==> src/include/keypad_scan_pkg.sv <==
// Constants, types and register map of the serial keypad scanner
package keypad_scan_pkg;

  // ==========================================================
  // Clock and timing
  localparam int unsigned CLK_PERIOD_PS = 5000;
  // Least settle time of a driven column before its rows are sampled
  localparam int unsigned COLUMN_SETTLE_NS = 10000;
  localparam int unsigned COLUMN_SETTLE_CYCLES =
    (COLUMN_SETTLE_NS * 1000 + CLK_PERIOD_PS - 1) / CLK_PERIOD_PS;
  // One step of the debounce interval field
  localparam int unsigned DEBOUNCE_UNIT_US = 1000;
  localparam int unsigned DEBOUNCE_UNIT_CYCLES =
    (DEBOUNCE_UNIT_US * 1000000 + CLK_PERIOD_PS - 1) / CLK_PERIOD_PS;

  // ==========================================================
  // Serial frame
  localparam logic [5:0] CMD_BITS = 6'h10;
  localparam logic [5:0] FRAME_BITS = 6'h20;

  // Command word: touch byte then register byte, MSB first
  typedef struct packed {
    logic touchStart;
    logic [1:0] axisSelect;
    logic driverPowerdownBit;
    logic [3:0] spare;
    logic readNotWrite;
    logic page;
    logic [5:0] addr;
  } spi_cmd_type;

  // ==========================================================
  // Register offsets (page 0 data, page 1 control)
  localparam logic [5:0] KEYPAD_DATA_LOW_OFS = 6'h00;
  localparam logic [5:0] KEYPAD_DATA_HIGH_OFS = 6'h01;
  localparam logic [5:0] GPIO_PIN_LEVEL_OFS = 6'h10;
  localparam logic [5:0] KEYPAD_CONFIG_OFS = 6'h00;
  localparam logic [5:0] KEY_MASK_LOW_OFS = 6'h01;
  localparam logic [5:0] KEY_MASK_HIGH_OFS = 6'h02;
  localparam logic [5:0] COLUMN_MASK_OFS = 6'h03;
  localparam logic [5:0] SCAN_TRIGGER_OFS = 6'h04;
  localparam logic [5:0] POWER_DOWN_CONTROL_OFS = 6'h08;
  localparam logic [5:0] GPIO_FUNCTION_SELECT_OFS = 6'h10;
  localparam logic [5:0] GPIO_DIRECTION_OFS = 6'h11;
  localparam logic [5:0] GPIO_PULL_ENABLE_OFS = 6'h12;
  localparam logic [5:0] GPIO_OUTPUT_SETTING_OFS = 6'h13;
  localparam logic [5:0] PWM_CONTROL_OFS = 6'h18;

  // Writable bits of each control register
  localparam logic [15:0] KEYPAD_CONFIG_WMASK = 16'hFF00;
  localparam logic [15:0] KEY_MASK_WMASK = 16'h7FFF;
  localparam logic [15:0] COLUMN_MASK_WMASK = 16'h003F;
  localparam logic [15:0] POWER_DOWN_WMASK = 16'h0003;
  localparam logic [15:0] GPIO_LOW_WMASK = 16'h00FF;
  localparam logic [15:0] GPIO_HIGH_WMASK = 16'hFF00;
  localparam logic [15:0] PWM_CONTROL_WMASK = 16'h9F47;
  localparam logic [15:0] REG_RESET = 16'h0000;

  // Field positions
  localparam int unsigned DEBOUNCE_FIELD_LSB = 11;
  localparam int unsigned KEYPAD_POWERDOWN_BIT = 1;
  localparam int unsigned ERROR_FLAG_BIT = 15;

  // Scanner states
  typedef enum logic [3:0] {
    ST_IDLE = 4'b0001,
    ST_DEBOUNCE = 4'b0010,
    ST_SCAN = 4'b0100,
    ST_HOLD = 4'b1000
  } scan_state_type;

endpackage : keypad_scan_pkg

==> src/verilog/spi_keypad_scanner.sv <==
// Serial register interface and 6x5 keypad scanner
`timescale 1ns/1ps
`default_nettype none

// ============================================================
// Three-stage input filter: a change counts once stages 2, 3 agree
module pin_sync #(
  parameter int unsigned WIDTH = 1,
  parameter logic [WIDTH-1:0] INIT = '0
) (
  // Clock and reset
  input wire logic sys_clk,
  input wire logic rst_n,
  // Raw and filtered levels
  input wire logic [WIDTH-1:0] rawIn,
  output logic [WIDTH-1:0] cleanOut
);
  logic [WIDTH-1:0] stage1; // Only read by stage2
  logic [WIDTH-1:0] stage2;
  logic [WIDTH-1:0] stage3;
  logic [WIDTH-1:0] agree;

  assign agree = ~(stage2 ^ stage3);

  // Shift chain and agreement filter
  always_ff @(posedge sys_clk or negedge rst_n) begin
    if (!rst_n) begin
      stage1 <= INIT;
      stage2 <= INIT;
      stage3 <= INIT;
      cleanOut <= INIT;
    end else begin
      stage1 <= rawIn;
      stage2 <= stage1;
      stage3 <= stage2;
      cleanOut <= (stage2 & agree) | (cleanOut & ~agree);
    end
  end
endmodule : pin_sync

// ============================================================
// Top of the keypad scanner
module spi_keypad_scanner #(
  parameter int unsigned DEBOUNCE_UNIT =
    keypad_scan_pkg::DEBOUNCE_UNIT_CYCLES
) (
  // Clock and reset
  input wire logic sys_clk,
  input wire logic rst_n,
  // Serial host port
  input wire logic chipSelect_n,
  input wire logic serialClock,
  input wire logic serialDataIn,
  output logic serialDataOut,
  output logic serialDataOutOe_n,
  output logic busy,
  output logic busyOe_n,
  // Keypad matrix
  output logic [5:0] columnDriveLines,
  output logic [5:0] columnDriveOe_n,
  input wire logic [4:0] rowSenseLines,
  output logic keyIrq_n
);
  import keypad_scan_pkg::*;

  // ==========================================================
  // Input synchronisers
  logic [7:0] rawPins;
  logic [7:0] cleanPins;
  logic csnClean;
  logic sclkClean;
  logic dinClean;
  logic [4:0] rowsClean;

  assign rawPins = {rowSenseLines, serialDataIn, serialClock, chipSelect_n};
  assign csnClean = cleanPins[0];
  assign sclkClean = cleanPins[1];
  assign dinClean = cleanPins[2];
  assign rowsClean = cleanPins[7:3];

  // Reset levels match idle pins: deselected, link clock parked high
  pin_sync #(.WIDTH(8), .INIT(8'h03)) u_pins (
    .sys_clk(sys_clk),
    .rst_n(rst_n),
    .rawIn(rawPins),
    .cleanOut(cleanPins)
  );

  // ==========================================================
  // Serial frame engine
  logic sclkPrev;        // Last filtered clock level
  logic [5:0] bitCount;  // Rising edges seen in this frame
  logic [15:0] rxShift;  // Incoming bits
  logic [15:0] txShift;  // Outgoing read word
  spi_cmd_type cmdWord;  // Command held for the data phase
  logic [2:0] touchCtrl; // Last axis and powerdown bit
  spi_cmd_type cmdNext;
  logic [15:0] rxNext;
  logic [15:0] readWord;
  logic sclkRise;
  logic sclkFall;
  logic cmdDone;
  logic frameDone;
  logic dataReadPulse;
  logic txPhase;

  assign sclkRise = sclkClean & ~sclkPrev & ~csnClean;
  assign sclkFall = ~sclkClean & sclkPrev & ~csnClean;
  assign rxNext = {rxShift[14:0], dinClean};
  assign cmdNext = rxNext;
  assign cmdDone = sclkRise && (bitCount == CMD_BITS - 6'h01);
  assign frameDone = sclkRise && (bitCount == FRAME_BITS - 6'h01);
  assign txPhase = (bitCount >= CMD_BITS) && (bitCount < FRAME_BITS);
  // Reading either keypad data word releases the hold-off
  assign dataReadPulse = cmdDone && !cmdNext.touchStart &&
    cmdNext.readNotWrite && !cmdNext.page &&
    ((cmdNext.addr == KEYPAD_DATA_LOW_OFS) ||
     (cmdNext.addr == KEYPAD_DATA_HIGH_OFS));

  // Bit counter and receive shifter
  always_ff @(posedge sys_clk or negedge rst_n) begin
    if (!rst_n) begin
      sclkPrev <= 1'b1; // Idle level, so no false edge after reset
      bitCount <= 6'h00;
      rxShift <= REG_RESET;
    end else begin
      sclkPrev <= sclkClean;
      if (csnClean) begin
        bitCount <= 6'h00;
      end else if (sclkRise && bitCount < FRAME_BITS) begin
        bitCount <= bitCount + 6'h01;
        rxShift <= rxNext;
      end
    end
  end

  // Command capture and touch command latch
  always_ff @(posedge sys_clk or negedge rst_n) begin
    if (!rst_n) begin
      cmdWord <= '0;
      touchCtrl <= 3'h0;
    end else if (cmdDone) begin
      cmdWord <= cmdNext;
      if (cmdNext.touchStart) begin
        touchCtrl <= {cmdNext.axisSelect, cmdNext.driverPowerdownBit};
      end
    end
  end

  // Transmit: word loaded after the command, bits change on falling edge
  always_ff @(posedge sys_clk or negedge rst_n) begin
    if (!rst_n) begin
      txShift <= REG_RESET;
      serialDataOut <= 1'b0;
    end else if (csnClean) begin
      serialDataOut <= 1'b0;
    end else if (cmdDone) begin
      txShift <= readWord;
    end else if (sclkFall && txPhase) begin
      serialDataOut <= txShift[15];
      txShift <= {txShift[14:0], 1'b0};
    end
  end

  // Output enables follow chip select; busy is held low
  always_ff @(posedge sys_clk or negedge rst_n) begin
    if (!rst_n) begin
      serialDataOutOe_n <= 1'b1;
      busyOe_n <= 1'b1;
      busy <= 1'b0;
    end else begin
      serialDataOutOe_n <= csnClean;
      busyOe_n <= csnClean;
      busy <= 1'b0;
    end
  end

  // ==========================================================
  // Register file
  logic [15:0] keypadConfig;
  logic [15:0] keyMaskLow;
  logic [15:0] keyMaskHigh;
  logic [15:0] columnMask;
  logic [15:0] powerDownControl;
  logic [15:0] gpioFunctionSelect;
  logic [15:0] gpioDirection;
  logic [15:0] gpioPullEnable;
  logic [15:0] gpioOutputSetting;
  logic [15:0] pwmControl;
  logic [15:0] keypadDataLow;
  logic [15:0] keypadDataHigh;
  logic ctlWrite;
  logic scanTriggerWrite;
  logic [15:0] dataPageWord;
  logic [15:0] ctlPageWord;

  // Writes land at the last bit; page 0 and touch frames store nothing
  assign ctlWrite = frameDone && !cmdWord.touchStart &&
    !cmdWord.readNotWrite && cmdWord.page;
  assign scanTriggerWrite = ctlWrite &&
    (cmdWord.addr == SCAN_TRIGGER_OFS);

  // Read selection by page and address; others read zero
  assign dataPageWord =
    (cmdNext.addr == KEYPAD_DATA_LOW_OFS) ? keypadDataLow :
    (cmdNext.addr == KEYPAD_DATA_HIGH_OFS) ? keypadDataHigh :
    REG_RESET;
  assign ctlPageWord =
    (cmdNext.addr == KEYPAD_CONFIG_OFS) ? keypadConfig :
    (cmdNext.addr == KEY_MASK_LOW_OFS) ? keyMaskLow :
    (cmdNext.addr == KEY_MASK_HIGH_OFS) ? keyMaskHigh :
    (cmdNext.addr == COLUMN_MASK_OFS) ? columnMask :
    (cmdNext.addr == POWER_DOWN_CONTROL_OFS) ? powerDownControl :
    (cmdNext.addr == GPIO_FUNCTION_SELECT_OFS) ? gpioFunctionSelect :
    (cmdNext.addr == GPIO_DIRECTION_OFS) ? gpioDirection :
    (cmdNext.addr == GPIO_PULL_ENABLE_OFS) ? gpioPullEnable :
    (cmdNext.addr == GPIO_OUTPUT_SETTING_OFS) ? gpioOutputSetting :
    (cmdNext.addr == PWM_CONTROL_OFS) ? pwmControl :
    REG_RESET;
  assign readWord = cmdNext.touchStart ? REG_RESET :
    (cmdNext.page ? ctlPageWord : dataPageWord);

  // Control register writes, masked to their defined bits
  always_ff @(posedge sys_clk or negedge rst_n) begin
    if (!rst_n) begin
      keypadConfig <= REG_RESET;
      keyMaskLow <= REG_RESET;
      keyMaskHigh <= REG_RESET;
      columnMask <= REG_RESET;
      powerDownControl <= REG_RESET;
      gpioFunctionSelect <= REG_RESET;
      gpioDirection <= REG_RESET;
      gpioPullEnable <= REG_RESET;
      gpioOutputSetting <= REG_RESET;
      pwmControl <= REG_RESET;
    end else if (ctlWrite) begin
      case (cmdWord.addr)
        KEYPAD_CONFIG_OFS: keypadConfig <= rxNext & KEYPAD_CONFIG_WMASK;
        KEY_MASK_LOW_OFS: keyMaskLow <= rxNext & KEY_MASK_WMASK;
        KEY_MASK_HIGH_OFS: keyMaskHigh <= rxNext & KEY_MASK_WMASK;
        COLUMN_MASK_OFS: columnMask <= rxNext & COLUMN_MASK_WMASK;
        POWER_DOWN_CONTROL_OFS: begin
          powerDownControl <= rxNext & POWER_DOWN_WMASK;
        end
        GPIO_FUNCTION_SELECT_OFS: begin
          gpioFunctionSelect <= rxNext & GPIO_LOW_WMASK;
        end
        GPIO_DIRECTION_OFS: gpioDirection <= rxNext & GPIO_HIGH_WMASK;
        GPIO_PULL_ENABLE_OFS: gpioPullEnable <= rxNext & GPIO_HIGH_WMASK;
        GPIO_OUTPUT_SETTING_OFS: begin
          gpioOutputSetting <= rxNext & GPIO_HIGH_WMASK;
        end
        PWM_CONTROL_OFS: pwmControl <= rxNext & PWM_CONTROL_WMASK;
        default: ;
      endcase
    end
  end

  // ==========================================================
  // Rate dividers: debounce unit and column settle enables
  logic [31:0] unitCount;
  logic [15:0] settleCount;
  logic unitTick;
  logic settleTick;

  assign unitTick = (unitCount == DEBOUNCE_UNIT - 1);
  assign settleTick = (settleCount == 16'(COLUMN_SETTLE_CYCLES - 1));

  // Free-running dividers
  always_ff @(posedge sys_clk or negedge rst_n) begin
    if (!rst_n) begin
      unitCount <= 32'h0000_0000;
      settleCount <= 16'h0000;
    end else begin
      unitCount <= unitTick ? 32'h0000_0000 : unitCount + 32'h0000_0001;
      settleCount <= settleTick ? 16'h0000 : settleCount + 16'h0001;
    end
  end

  // ==========================================================
  // Keypad scanner
  scan_state_type scanState;
  logic [2:0] column;         // Column under scan
  logic settled;              // Column has passed one settleTick under scan
  logic [3:0] debounceUnits;  // Units elapsed in the debounce wait
  logic debounceError;        // No key left at end of debounce
  logic [4:0] scanBuf [6];    // Row sample per column
  logic keysEnabled;
  logic rowsAny;
  logic [3:0] debounceTarget;
  logic columnMasked;
  logic lastColumn;
  logic [14:0] keysLow;
  logic [14:0] keysHigh;

  assign keysEnabled = ~powerDownControl[KEYPAD_POWERDOWN_BIT];
  assign rowsAny = |rowsClean;
  assign debounceTarget =
    {1'b0, keypadConfig[DEBOUNCE_FIELD_LSB +: 3]} + 4'h1;
  assign columnMasked = columnMask[column];
  assign lastColumn = (column == 3'h5);
  assign keysLow = {scanBuf[2], scanBuf[1], scanBuf[0]} &
    ~keyMaskLow[14:0];
  assign keysHigh = {scanBuf[5], scanBuf[4], scanBuf[3]} &
    ~keyMaskHigh[14:0];

  // Detect, debounce, scan, then hold until the host reads
  always_ff @(posedge sys_clk or negedge rst_n) begin
    if (!rst_n) begin
      scanState <= ST_IDLE;
      column <= 3'h0;
      settled <= 1'b0;
      debounceUnits <= 4'h0;
      debounceError <= 1'b0;
      keyIrq_n <= 1'b1;
      keypadDataLow <= REG_RESET;
      keypadDataHigh <= REG_RESET;
      for (int i = 0; i < 6; i++) begin
        scanBuf[i] <= 5'h00;
      end
    end else begin
      case (scanState)
        ST_IDLE: begin
          column <= 3'h0;
          settled <= 1'b0;
          debounceUnits <= 4'h0;
          if (scanTriggerWrite) begin
            debounceError <= 1'b0;
            scanState <= ST_SCAN;
          end else if (keysEnabled && rowsAny) begin
            keyIrq_n <= 1'b0;
            scanState <= ST_DEBOUNCE;
          end
        end
        ST_DEBOUNCE: begin
          if (unitTick) begin
            debounceUnits <= debounceUnits + 4'h1;
          end
          if (unitTick && debounceUnits + 4'h1 == debounceTarget) begin
            debounceError <= ~rowsAny;
            scanState <= ST_SCAN;
          end
        end
        ST_SCAN: begin
          if (columnMasked) begin
            scanBuf[column] <= 5'h00;
            settled <= 1'b0;
          end else if (settleTick && !settled) begin
            settled <= 1'b1;
          end else if (settleTick) begin
            scanBuf[column] <= rowsClean;
            settled <= 1'b0;
          end
          if (columnMasked || (settleTick && settled)) begin
            column <= column + 3'h1;
            if (lastColumn) begin
              scanState <= ST_HOLD;
            end
          end
        end
        ST_HOLD: begin
          // Data reloads on every cycle in hold; wait for a keypad data read
          keypadDataLow <= {debounceError, keysLow};
          keypadDataHigh <= {1'b0, keysHigh};
          keyIrq_n <= 1'b1;
          if (dataReadPulse) begin
            scanState <= ST_IDLE;
          end
        end
        default: scanState <= ST_IDLE;
      endcase
    end
  end

  // Column pins: all high when armed, one high while scanning
  always_ff @(posedge sys_clk or negedge rst_n) begin
    if (!rst_n) begin
      columnDriveLines <= 6'h00;
      columnDriveOe_n <= 6'h3F;
    end else if (scanState == ST_SCAN) begin
      columnDriveLines <= 6'h01 << column;
      columnDriveOe_n <= columnMasked ? 6'h3F : ~(6'h01 << column);
    end else if (keysEnabled &&
                 (scanState == ST_IDLE || scanState == ST_DEBOUNCE)) begin
      columnDriveLines <= 6'h3F;
      columnDriveOe_n <= 6'h00;
    end else begin
      columnDriveLines <= 6'h00;
      columnDriveOe_n <= 6'h3F;
    end
  end

endmodule : spi_keypad_scanner

`default_nettype wire

==> config.mk <==
export PLATFORM = sky130hd
export DESIGN_NAME = spi_keypad_scanner
export DESIGN_NICKNAME = d
export VERILOG_FILES = /design/src/include/keypad_scan_pkg.sv /design/src/verilog/spi_keypad_scanner.sv
export SDC_FILE = /design/constraint.sdc
export NUM_CORES = 1
export LEC_CHECK = 0
export BUFFER_PORTS_ARGS = -buffer_cell sky130_fd_sc_hd__clkbuf_2
export CORE_MARGIN = 3
export CORE_UTILIZATION = 40
export DETAILED_ROUTE_END_ITERATION = 8
export HOLD_SLACK_MARGIN = 0.02
export MAX_ROUTING_LAYER = met4
export SYNTH_ARGS = -nofsm -noshare
export SYNTH_HDL_FRONTEND = slang
export SYNTH_SLANG_ARGS = --single-unit
==> constraint.sdc <==
create_clock -name sys_clk -period 4.5 [get_ports sys_clk]
set_input_delay 0.675 -clock sys_clk [delete_from_list [all_inputs] [get_ports sys_clk]]
set_output_delay 0.675 -clock sys_clk [all_outputs]
set_load 0.01 [all_outputs]
==> run metrics, run 1 <==
core box area=32900 um2; Post-synth ARST share=100%; Peak Freq=approximately 0.33 GHz; final WL=between 30000 and 40000 um; WL per Instance=18.9 um; final max-slew violation count=0; # nets final=~1.2k; pre-CTS setup slack=about 1.6 ns; RSZ-0062 raised after global routing=false; Synth Instances=1124; Post-Syn Area per Cell=approximately 12 um2; IO Pins=27; Starting Density=approximately two fifths; Worst-path clk slew=about 0.060 ns; total die area=roughly 36000 um2; pin count of the biggest net entering global routing=between 100 and 150; worst min path class=input pin to register; hold buffers post-CTS=0; clock latency at the later pin of the worst-skew pair=roughly 0.5 ns; vias in the first global route=~9k; largest cells by area after synthesis=dfrtp_1, mux2_2, dfstp_2, nand2_1, o21ai_0; IR drop worst, VDD=between 200 and 300 uV; Core Rows=66; Setup TNS=0 ns; ANT cells=0; Ys Warns=0; layout cells sized above 1=approximately 23%; setup bufs post-CTS=0; Longest Clk Path Bufs=3; EDFF count, synth=0; CTS resizes=0; synthesized cell area=between 10000 and 15000 um2; initial antenna violation count=0; Critical Path Source Type=register; Worst Path Arrival=roughly 3.5 ns; sequential element share of the synthesized area=56.6%; max-cap check violation count=0; first-pass GRT wire length=~50000 um; PwrDens=~420 nW/um2; DIE HEIGHT=around 190 um; critical path, cell by cell=nor4b_2 > and2_0 > buf_4 > a222oi_1 > o22a_1 > a21oi_1; most used routing layer=met2; Filler cells=approximately 3k; port bufs=25; GRT met2 Usage=between 20% and 30%; multi-input combinational cell area=5560 um2; DR DRC count=0; grt met1 use=around 25%; DR vias=between 8k and 9k; initial DRC count=696; first drt pass iteration count=5; leakage=between 0.006 and 0.007 uW; Placer Congestion=approximately 0.84; CP endpoint kind=register; post-synth top area share=between 50% and 60%; top-count cell post-synth=dfrtp_1; post-synthesis cell type count=80; status=complete, no violations; CP max stage delay=0.73 ns; max_slew headroom=a little under a third; Routed Antenna Nets=0; Die X=about 190 um; hold_ws=between 0.2 and 0.3 ns; Synth Net Count=1144; Setup-failing EPs final=0; crit share post-route=approximately two thirds; worst path required time=roughly 4.9 ns; ys flop type=dfrtp_1; met3 usage=2.47%; Max FO, Critical Path=17; Worst Path Class, Setup=register to register; skew final=~0.015 ns; Sink Count=304; min cycle time layout=approximately 3.0 ns; DPL Wire Length=between 20000 and 25000 um; top post-synthesis cells by count=dfrtp_1, mux2_2, nand2_1; CTS root buffer=clkbuf_16; Slew @ Worst Pin=1.01 ns; Slowest-stage cell, CP=dfrtp_1; Area Growth Syn to Fin=12.2%; register area=7630 um2; Final WS setup=between 1 and 1.5 ns; drt via density=5.40; total CTS buffers=34; CTS H-Tree Depth=2; Hold Vio Cnt, Final=0; grt ovf=0; CTS tree=yes; largest area contributor in the netlist=dfrtp_1; Tot GR Track Use=between 10% and 20%; post-synthesis register bit count=~300
cells by family (layout without fill, tap and decap cells):
family | Yosys count | after routing | share of synthesized area, %
compound gates | 189 | 189 | 10.0
xor+xnor | 53 | 53 | 3.55
fa+ha+maj | 18 | 18 | 1.52
buf+inv | 67 | 115 | 2.33
flops | 304 | 304 | 56.6
mux | 148 | 148 | 12.4
other cells | 1 | 1 | 0.0278
simple gates | 344 | 344 | 13.6
power by group:
part	switching [uW]	leakage (uW)	internal (uW)
clock	1070	0.000529	1560
combinational	405	0.00222	257
sequential	234	0.00407	2890
total	1710	0.00683	4710
layer usage:
layer	part of all wire (%)	wire length, um	vias to the layer above
met5	0	0	-
met4	2.0	616	0
met3	3.7	1140	50
met2	46	13900	169
met1	49	14800	4395
li1	-	-	4102
critical path: cells and delay by family (launching register included):
family / cells / cell delay, ns
DFF: 1 / 0.73
and+or+nand+nor: 2 / 1.41
buffers and inverters: 1 / 0.32
AOI/OAI and AO/OA: 3 / 0.52
cell usage in the layout (no fill, tap or decap), types with 6 or more instances in the layout:
cell and count:
a31oi_1 14, buf_4 16, a21oi_1 18, a21o_1 9, nand3_1 29, and3_1 12
inv_1 11, nor4b_1 6, clkinv_2 6, and2_1 10, maj3_1 8, nor3_1 10
clkbuf_2 24, nand2b_1 34, o21ai_0 60, o22ai_1 10, mux2i_1 14, o221ai_1 9
nor4_1 10, clkbuf_1 10, nor2_1 64, xnor2_1 31, xor2_1 21, nand4_1 20
a22oi_1 11, clkbuf_8 8, ha_1 10, or4_1 6, a32oi_1 6, a22o_1 6
dfrtp_1 286, o21a_1 7, dfstp_2 18, mux2_2 128, nand2_1 103, clkbuf_16 35
final timing paths:
check	slack [ns]	to	from	depth (start not counted)
max	1.45	txShift[7]$_DFFE_PN0P_	register	6
min	0.25	u_pins.stage1[0]$_DFF_PN1_	chipSelect_n	1
max reg2reg	1.45	txShift[7]$_DFFE_PN0P_	register	6
min reg2reg	0.35	u_pins.stage2[4]$_DFF_PN0_	u_pins.stage1[4]$_DFF_PN0_	0
max in group asynchronous	3.30	scanBuf[15]$_DFFE_PN0P_	rst_n	2
min in group asynchronous	0.26	settleCount[6]$_DFF_PN0_	rst_n	1
final cells by class:
type / instances / share of cell area [%]
Timing Repair Buffer: 43 / 1.95
Inverter: 12 / 0.297
Sequential cell: 304 / 50.4
Tap cell: 442 / 3.65
Clock inverter: 7 / 0.256
Multi-Input combinational cell: 753 / 36.7
Clock buffer: 53 / 6.76
registers in the layout, summed over array words and instances (netlist names), 9 cells and up, named ones only:
register and count:
rxShift 15, keyMaskLow 15, cmdWord 9, txShift 16, settleCount 16, keypadDataLow 16
unitCount 32, keyMaskHigh 15, scanBuf 30, keypadDataHigh 15, pwmControl 10
metrics by stage:
stage,util [%],power [uW],cell area [um2],std cells
final,46.1,6420,15100,1614
after global routing,46.1,6690,15100,1614
after CTS,46.1,6490,15100,1614
after detailed placement,42.8,3840,14100,1554
after global placement,42.8,3830,14100,1554
after floorplan,-,3520,13500,1124
(Power assumes the default switching activity.)
==> inputs of run 2 (changes only) <==
--- a/config.mk
+++ b/config.mk
@@ -5,6 +5,7 @@
 export SDC_FILE = /design/constraint.sdc
 export NUM_CORES = 1
 export LEC_CHECK = 0
+export ABC_AREA = 1
 export BUFFER_PORTS_ARGS = -buffer_cell sky130_fd_sc_hd__clkbuf_2
 export CORE_MARGIN = 3
 export CORE_UTILIZATION = 40
==> constraint.sdc (replaced) <==
create_clock -name sys_clk -period 2.6 [get_ports sys_clk]
set_input_delay 0.39 -clock sys_clk [delete_from_list [all_inputs] [get_ports sys_clk]]
set_output_delay 0.39 -clock sys_clk [all_outputs]
set_load 0.01 [all_outputs]
==> run 2 against run 1 <==
  * Die area rose by 0.40%
  * Clock skew rose by 0.0026 ns
  * Combinational power rose to 2.6 times the previous value
  * Maximum frequency rose by 26%
  * Largest cell class unchanged
  * Largest power group unchanged
==> run metrics, run 2 <==
min cycle time layout=2.42 ns (was 3.05 ns); Placer Congestion=0.882 (was 0.845); core box area=32900 um2 (about the same); crit share post-route=93.1% (was 67.7%); PwrDens=758 nW/um2 (was 424 nW/um2); Starting Density=41.1% (was 41.0%); delay-heaviest family, CP=simple AND/OR/NAND/NOR gates (unchanged); most used cell, CP=inv_1; RSZ-0062 raised after global routing=true (was false); first-pass GRT wire length=55900 um (was 50200 um); Sink Count=304 (unchanged); worst min path class=register to register (was input pin to register); R2R depth=8 (was 6); CP max stage delay=0.55 ns (was 0.73 ns); first drt pass iteration count=5 (unchanged); Hold Vio Cnt, Final=0 (unchanged); worst path required time=3.00 ns (was 4.93 ns); Critical Path Source Type=register (unchanged); Post-Syn Area per Cell=8.69 um2 (was 12.0 um2); setup bufs post-CTS=0 (unchanged); Routed Antenna Nets=0 (unchanged); initial DRC count=879 (was 696); registers with the most flip-flops=unitCount: 32 flops, scanBuf: 30 flops (unchanged); Hold Crit Endpoint=u_pins.stage2[4]$_DFF_PN0_ (was u_pins.stage1[0]$_DFF_PN1_); Slowest-stage cell, CP=nand3_1 (was dfrtp_1); IO Pins=27 (unchanged); final WL=33900 um (was 30500 um); initial antenna violation count=0 (unchanged); post-synth top area share=52.8% (was 53.0%); Top reg by flops=unitCount (unchanged); DPL Wire Length=23800 um (was 20600 um); layout cells sized above 1=8.67% (was 23.1%); largest area contributor in the netlist=dfrtp_1 (unchanged); total die area=36100 um2 (was 36000 um2); DR vias=10.6k (was 8716); post-synthesis cell type count=41 (was 80); Peak Freq=0.413 GHz (was 0.328 GHz); synthesized cell area=13500 um2 (about the same); skew final=0.0178 ns (was 0.0151 ns); Synth Net Count=1579 (was 1144); vias in the first global route=10.4k (was 8971); post-synthesis register bit count=304 (unchanged); critical path, cell by cell=inv_1 > nor2_1 > nand2_2 > inv_1 > nand2_1 > nor4_4 > nand3_1 > o21ai_0 (was nor4b_2 > and2_0 > buf_4 > a222oi_1 > o22a_1 > a21oi_1); ys flop type=dfrtp_1 (unchanged); most frequent cells in the layout=nand2_1, dfrtp_1, o21ai_0, inv_1, nor2_1 (was dfrtp_1, mux2_2, nand2_1, nor2_1, o21ai_0); placed cells=2013 (was 1554); ANT cells=0 (unchanged); CTS tree=yes (unchanged); grt ovf=0 (unchanged); EDFF count, synth=0 (unchanged); Post-synth ARST share=100% (unchanged); Worst Path Arrival=2.82 ns (was 3.48 ns); max-cap check violation count=0 (unchanged); IR drop worst, VDD=410 uV (was 253 uV); CP endpoint kind=register (unchanged); Slew @ Worst Pin=0.627 ns (was 1.01 ns); status=complete, no violations (unchanged); top post-synthesis cells by count=nand2_1, dfrtp_1, o21ai_0 (was dfrtp_1, mux2_2, nand2_1); # nets final=1637 (was 1168); Tot GR Track Use=19.7% (was 17.9%); Ys Warns=0 (unchanged); largest cells by area after synthesis=dfrtp_1, nand2_1, o21ai_0, inv_1, nor2_1 (was dfrtp_1, mux2_2, dfstp_2, nand2_1, o21ai_0); port bufs=25 (unchanged); DR DRC count=0 (unchanged); Longest Clk Path Bufs=3 (unchanged); Setup-failing EPs final=0 (unchanged); leakage=0.00722 uW (was 0.00683 uW); Die X=190 um (about the same); WL per Instance=16.3 um (was 18.9 um); WHS Path Cells=0 (was 1); total CTS buffers=35 (was 34); Non-Filler Instances=2080 (was 1614); final core utilization=47.3% (was 46.1%); Core Rows=66 (unchanged); Max FO, Critical Path=16 (was 17); final max-slew violation count=0 (unchanged); clock latency at the later pin of the worst-skew pair=0.51 ns (about the same); CTS H-Tree Depth=2 (unchanged); DIE HEIGHT=190 um (about the same); most common cell after layout, fill and taps aside=nand2_1 (was dfrtp_1); Synth Instances=1559 (was 1124); max_slew headroom=58.2% (was 31.9%); Buf/Inv on CP=2 (was 1); Worst Hold Launch=u_pins.stage1[4]$_DFF_PN0_ (was chipSelect_n); Area Growth Syn to Fin=15.1% (was 12.2%); max reg flops=32 (unchanged); top-count cell post-synth=nand2_1 (was dfrtp_1); drt via density=5.12 (was 5.40); Worst-path clk slew=0.06 ns (about the same); CTS root buffer=clkbuf_16 (unchanged); R2R Setup Slk=0.18 ns (was 1.45 ns); pin count of the biggest net entering global routing=68 (was 121); sequential element share of the synthesized area=56.3% (was 56.6%); R2R Path End=gpioDirection[14]$_DFFE_PN0P_ (was txShift[7]$_DFFE_PN0P_); Worst Path Class, Setup=register to register (unchanged)
-- run 2: cell types whose count changed after synthesis, sizes merged, moves of 13 or more --
cell / delta
a21oi: +26
nand3: +47
nand3b: +16
mux2: -133
xnor2: -20
nor2: +74
a31oi: -13
o21ai: +142
nand2b: -35
nand2: +279
o31ai: +31
inv: +147
nor3: +22
mux2i: -14
-- run 2: cell type report --
| type | instances | area, um2 |
|---|---|---|
| Inverter | 162 | 608 |
| Clock buffer | 47 | 1000 |
| Sequential cell | 304 | 7630 |
| Clock inverter | 11 | 151 |
| Multi-Input combinational cell | 1048 | 5140 |
| Tap cell | 442 | 553 |
| Fill cell | 3168 | 17400 |
| Timing Repair Buffer | 66 | 515 |
-- run 2: routing by layer --
| metal | vias to the layer above | GRT usage (%) | part of all wire [%] |
|---|---|---|---|
| met4 | 0 | 5.54 | 2.2 |
| met1 | 5158 | 27.6 | 48 |
| met2 | 196 | 30.0 | 46 |
| li1 | 5243 | - | - |
| met3 | 49 | 2.82 | 3.9 |
| met5 | - | - | 0 |
-- run 2: power breakdown --
group	switching [uW]	internal [uW]	total (uW)
clock network	1910	3000	4910
logic	1260	481	1740
registers	157	5010	5160
total	3330	8490	11800
-- run 2: worst reg2reg max path, stage by stage, from the launching register on --
cell and delay [ns]:
dfstp_2 0.54, inv_1 0.05, nor2_1 0.11, nand2_2 0.11, inv_1 0.13, nand2_1 0.09, nor4_4 0.41, nand3_1 0.55
o21ai_0 0.33
-- run 2: worst max path at each step --
stage	from	end	slack [ns]	depth (start not counted)
after global placement	register	txShift[11]$_DFFE_PN0P_	0.20	9
after CTS	register	gpioOutputSetting[14]$_DFFE_PN0P_	0.13	8
after global routing	register	gpioFunctionSelect[4]$_DFFE_PN0P_	-0.09	8
final	register	gpioDirection[14]$_DFFE_PN0P_	0.18	8
after floorplan	register	gpioFunctionSelect[6]$_DFFE_PN0P_	0.61	10
after detailed placement	register	txShift[11]$_DFFE_PN0P_	0.15	9
-- run 2: logic make-up (layout without fill, tap and decap cells) --
family	count (synthesis)	after routing	share of synthesized area, %
AOI/OAI and AO/OA	315	315	12.8
xor gates and xnor gates	32	32	2.07
adders and majority gates	18	18	1.51
buffers and inverters	207	286	5.86
DFF	304	304	56.3
other	1	1	0.0277
and+or+nand+nor	682	682	21.4
-- run 2: metrics by stage --
stage	instance area (um2)	power, uW	setup slack (ns)	hold slack, ns	setup TNS (ns)
3_5_place_dp	14300	6980	0.154	0.335	0
2_1_floorplan	13500	6200	0.612	0.0944	0
4_1_cts	15600	12000	0.129	0.348	0
6_report	15600	11800	0.180	0.346	0
5_1_grt	15600	12400	-0.0923	0.354	-0.763
3_3_place_gp	14300	6960	0.200	0.332	0
-- run 2: what timing repair did --
action / CTS / global route
hold buffers: 9 / 0
endpoints found under the setup margin: 0 / 53
endpoints found under the hold margin: 67 / 0
resized for setup: 0 / 4
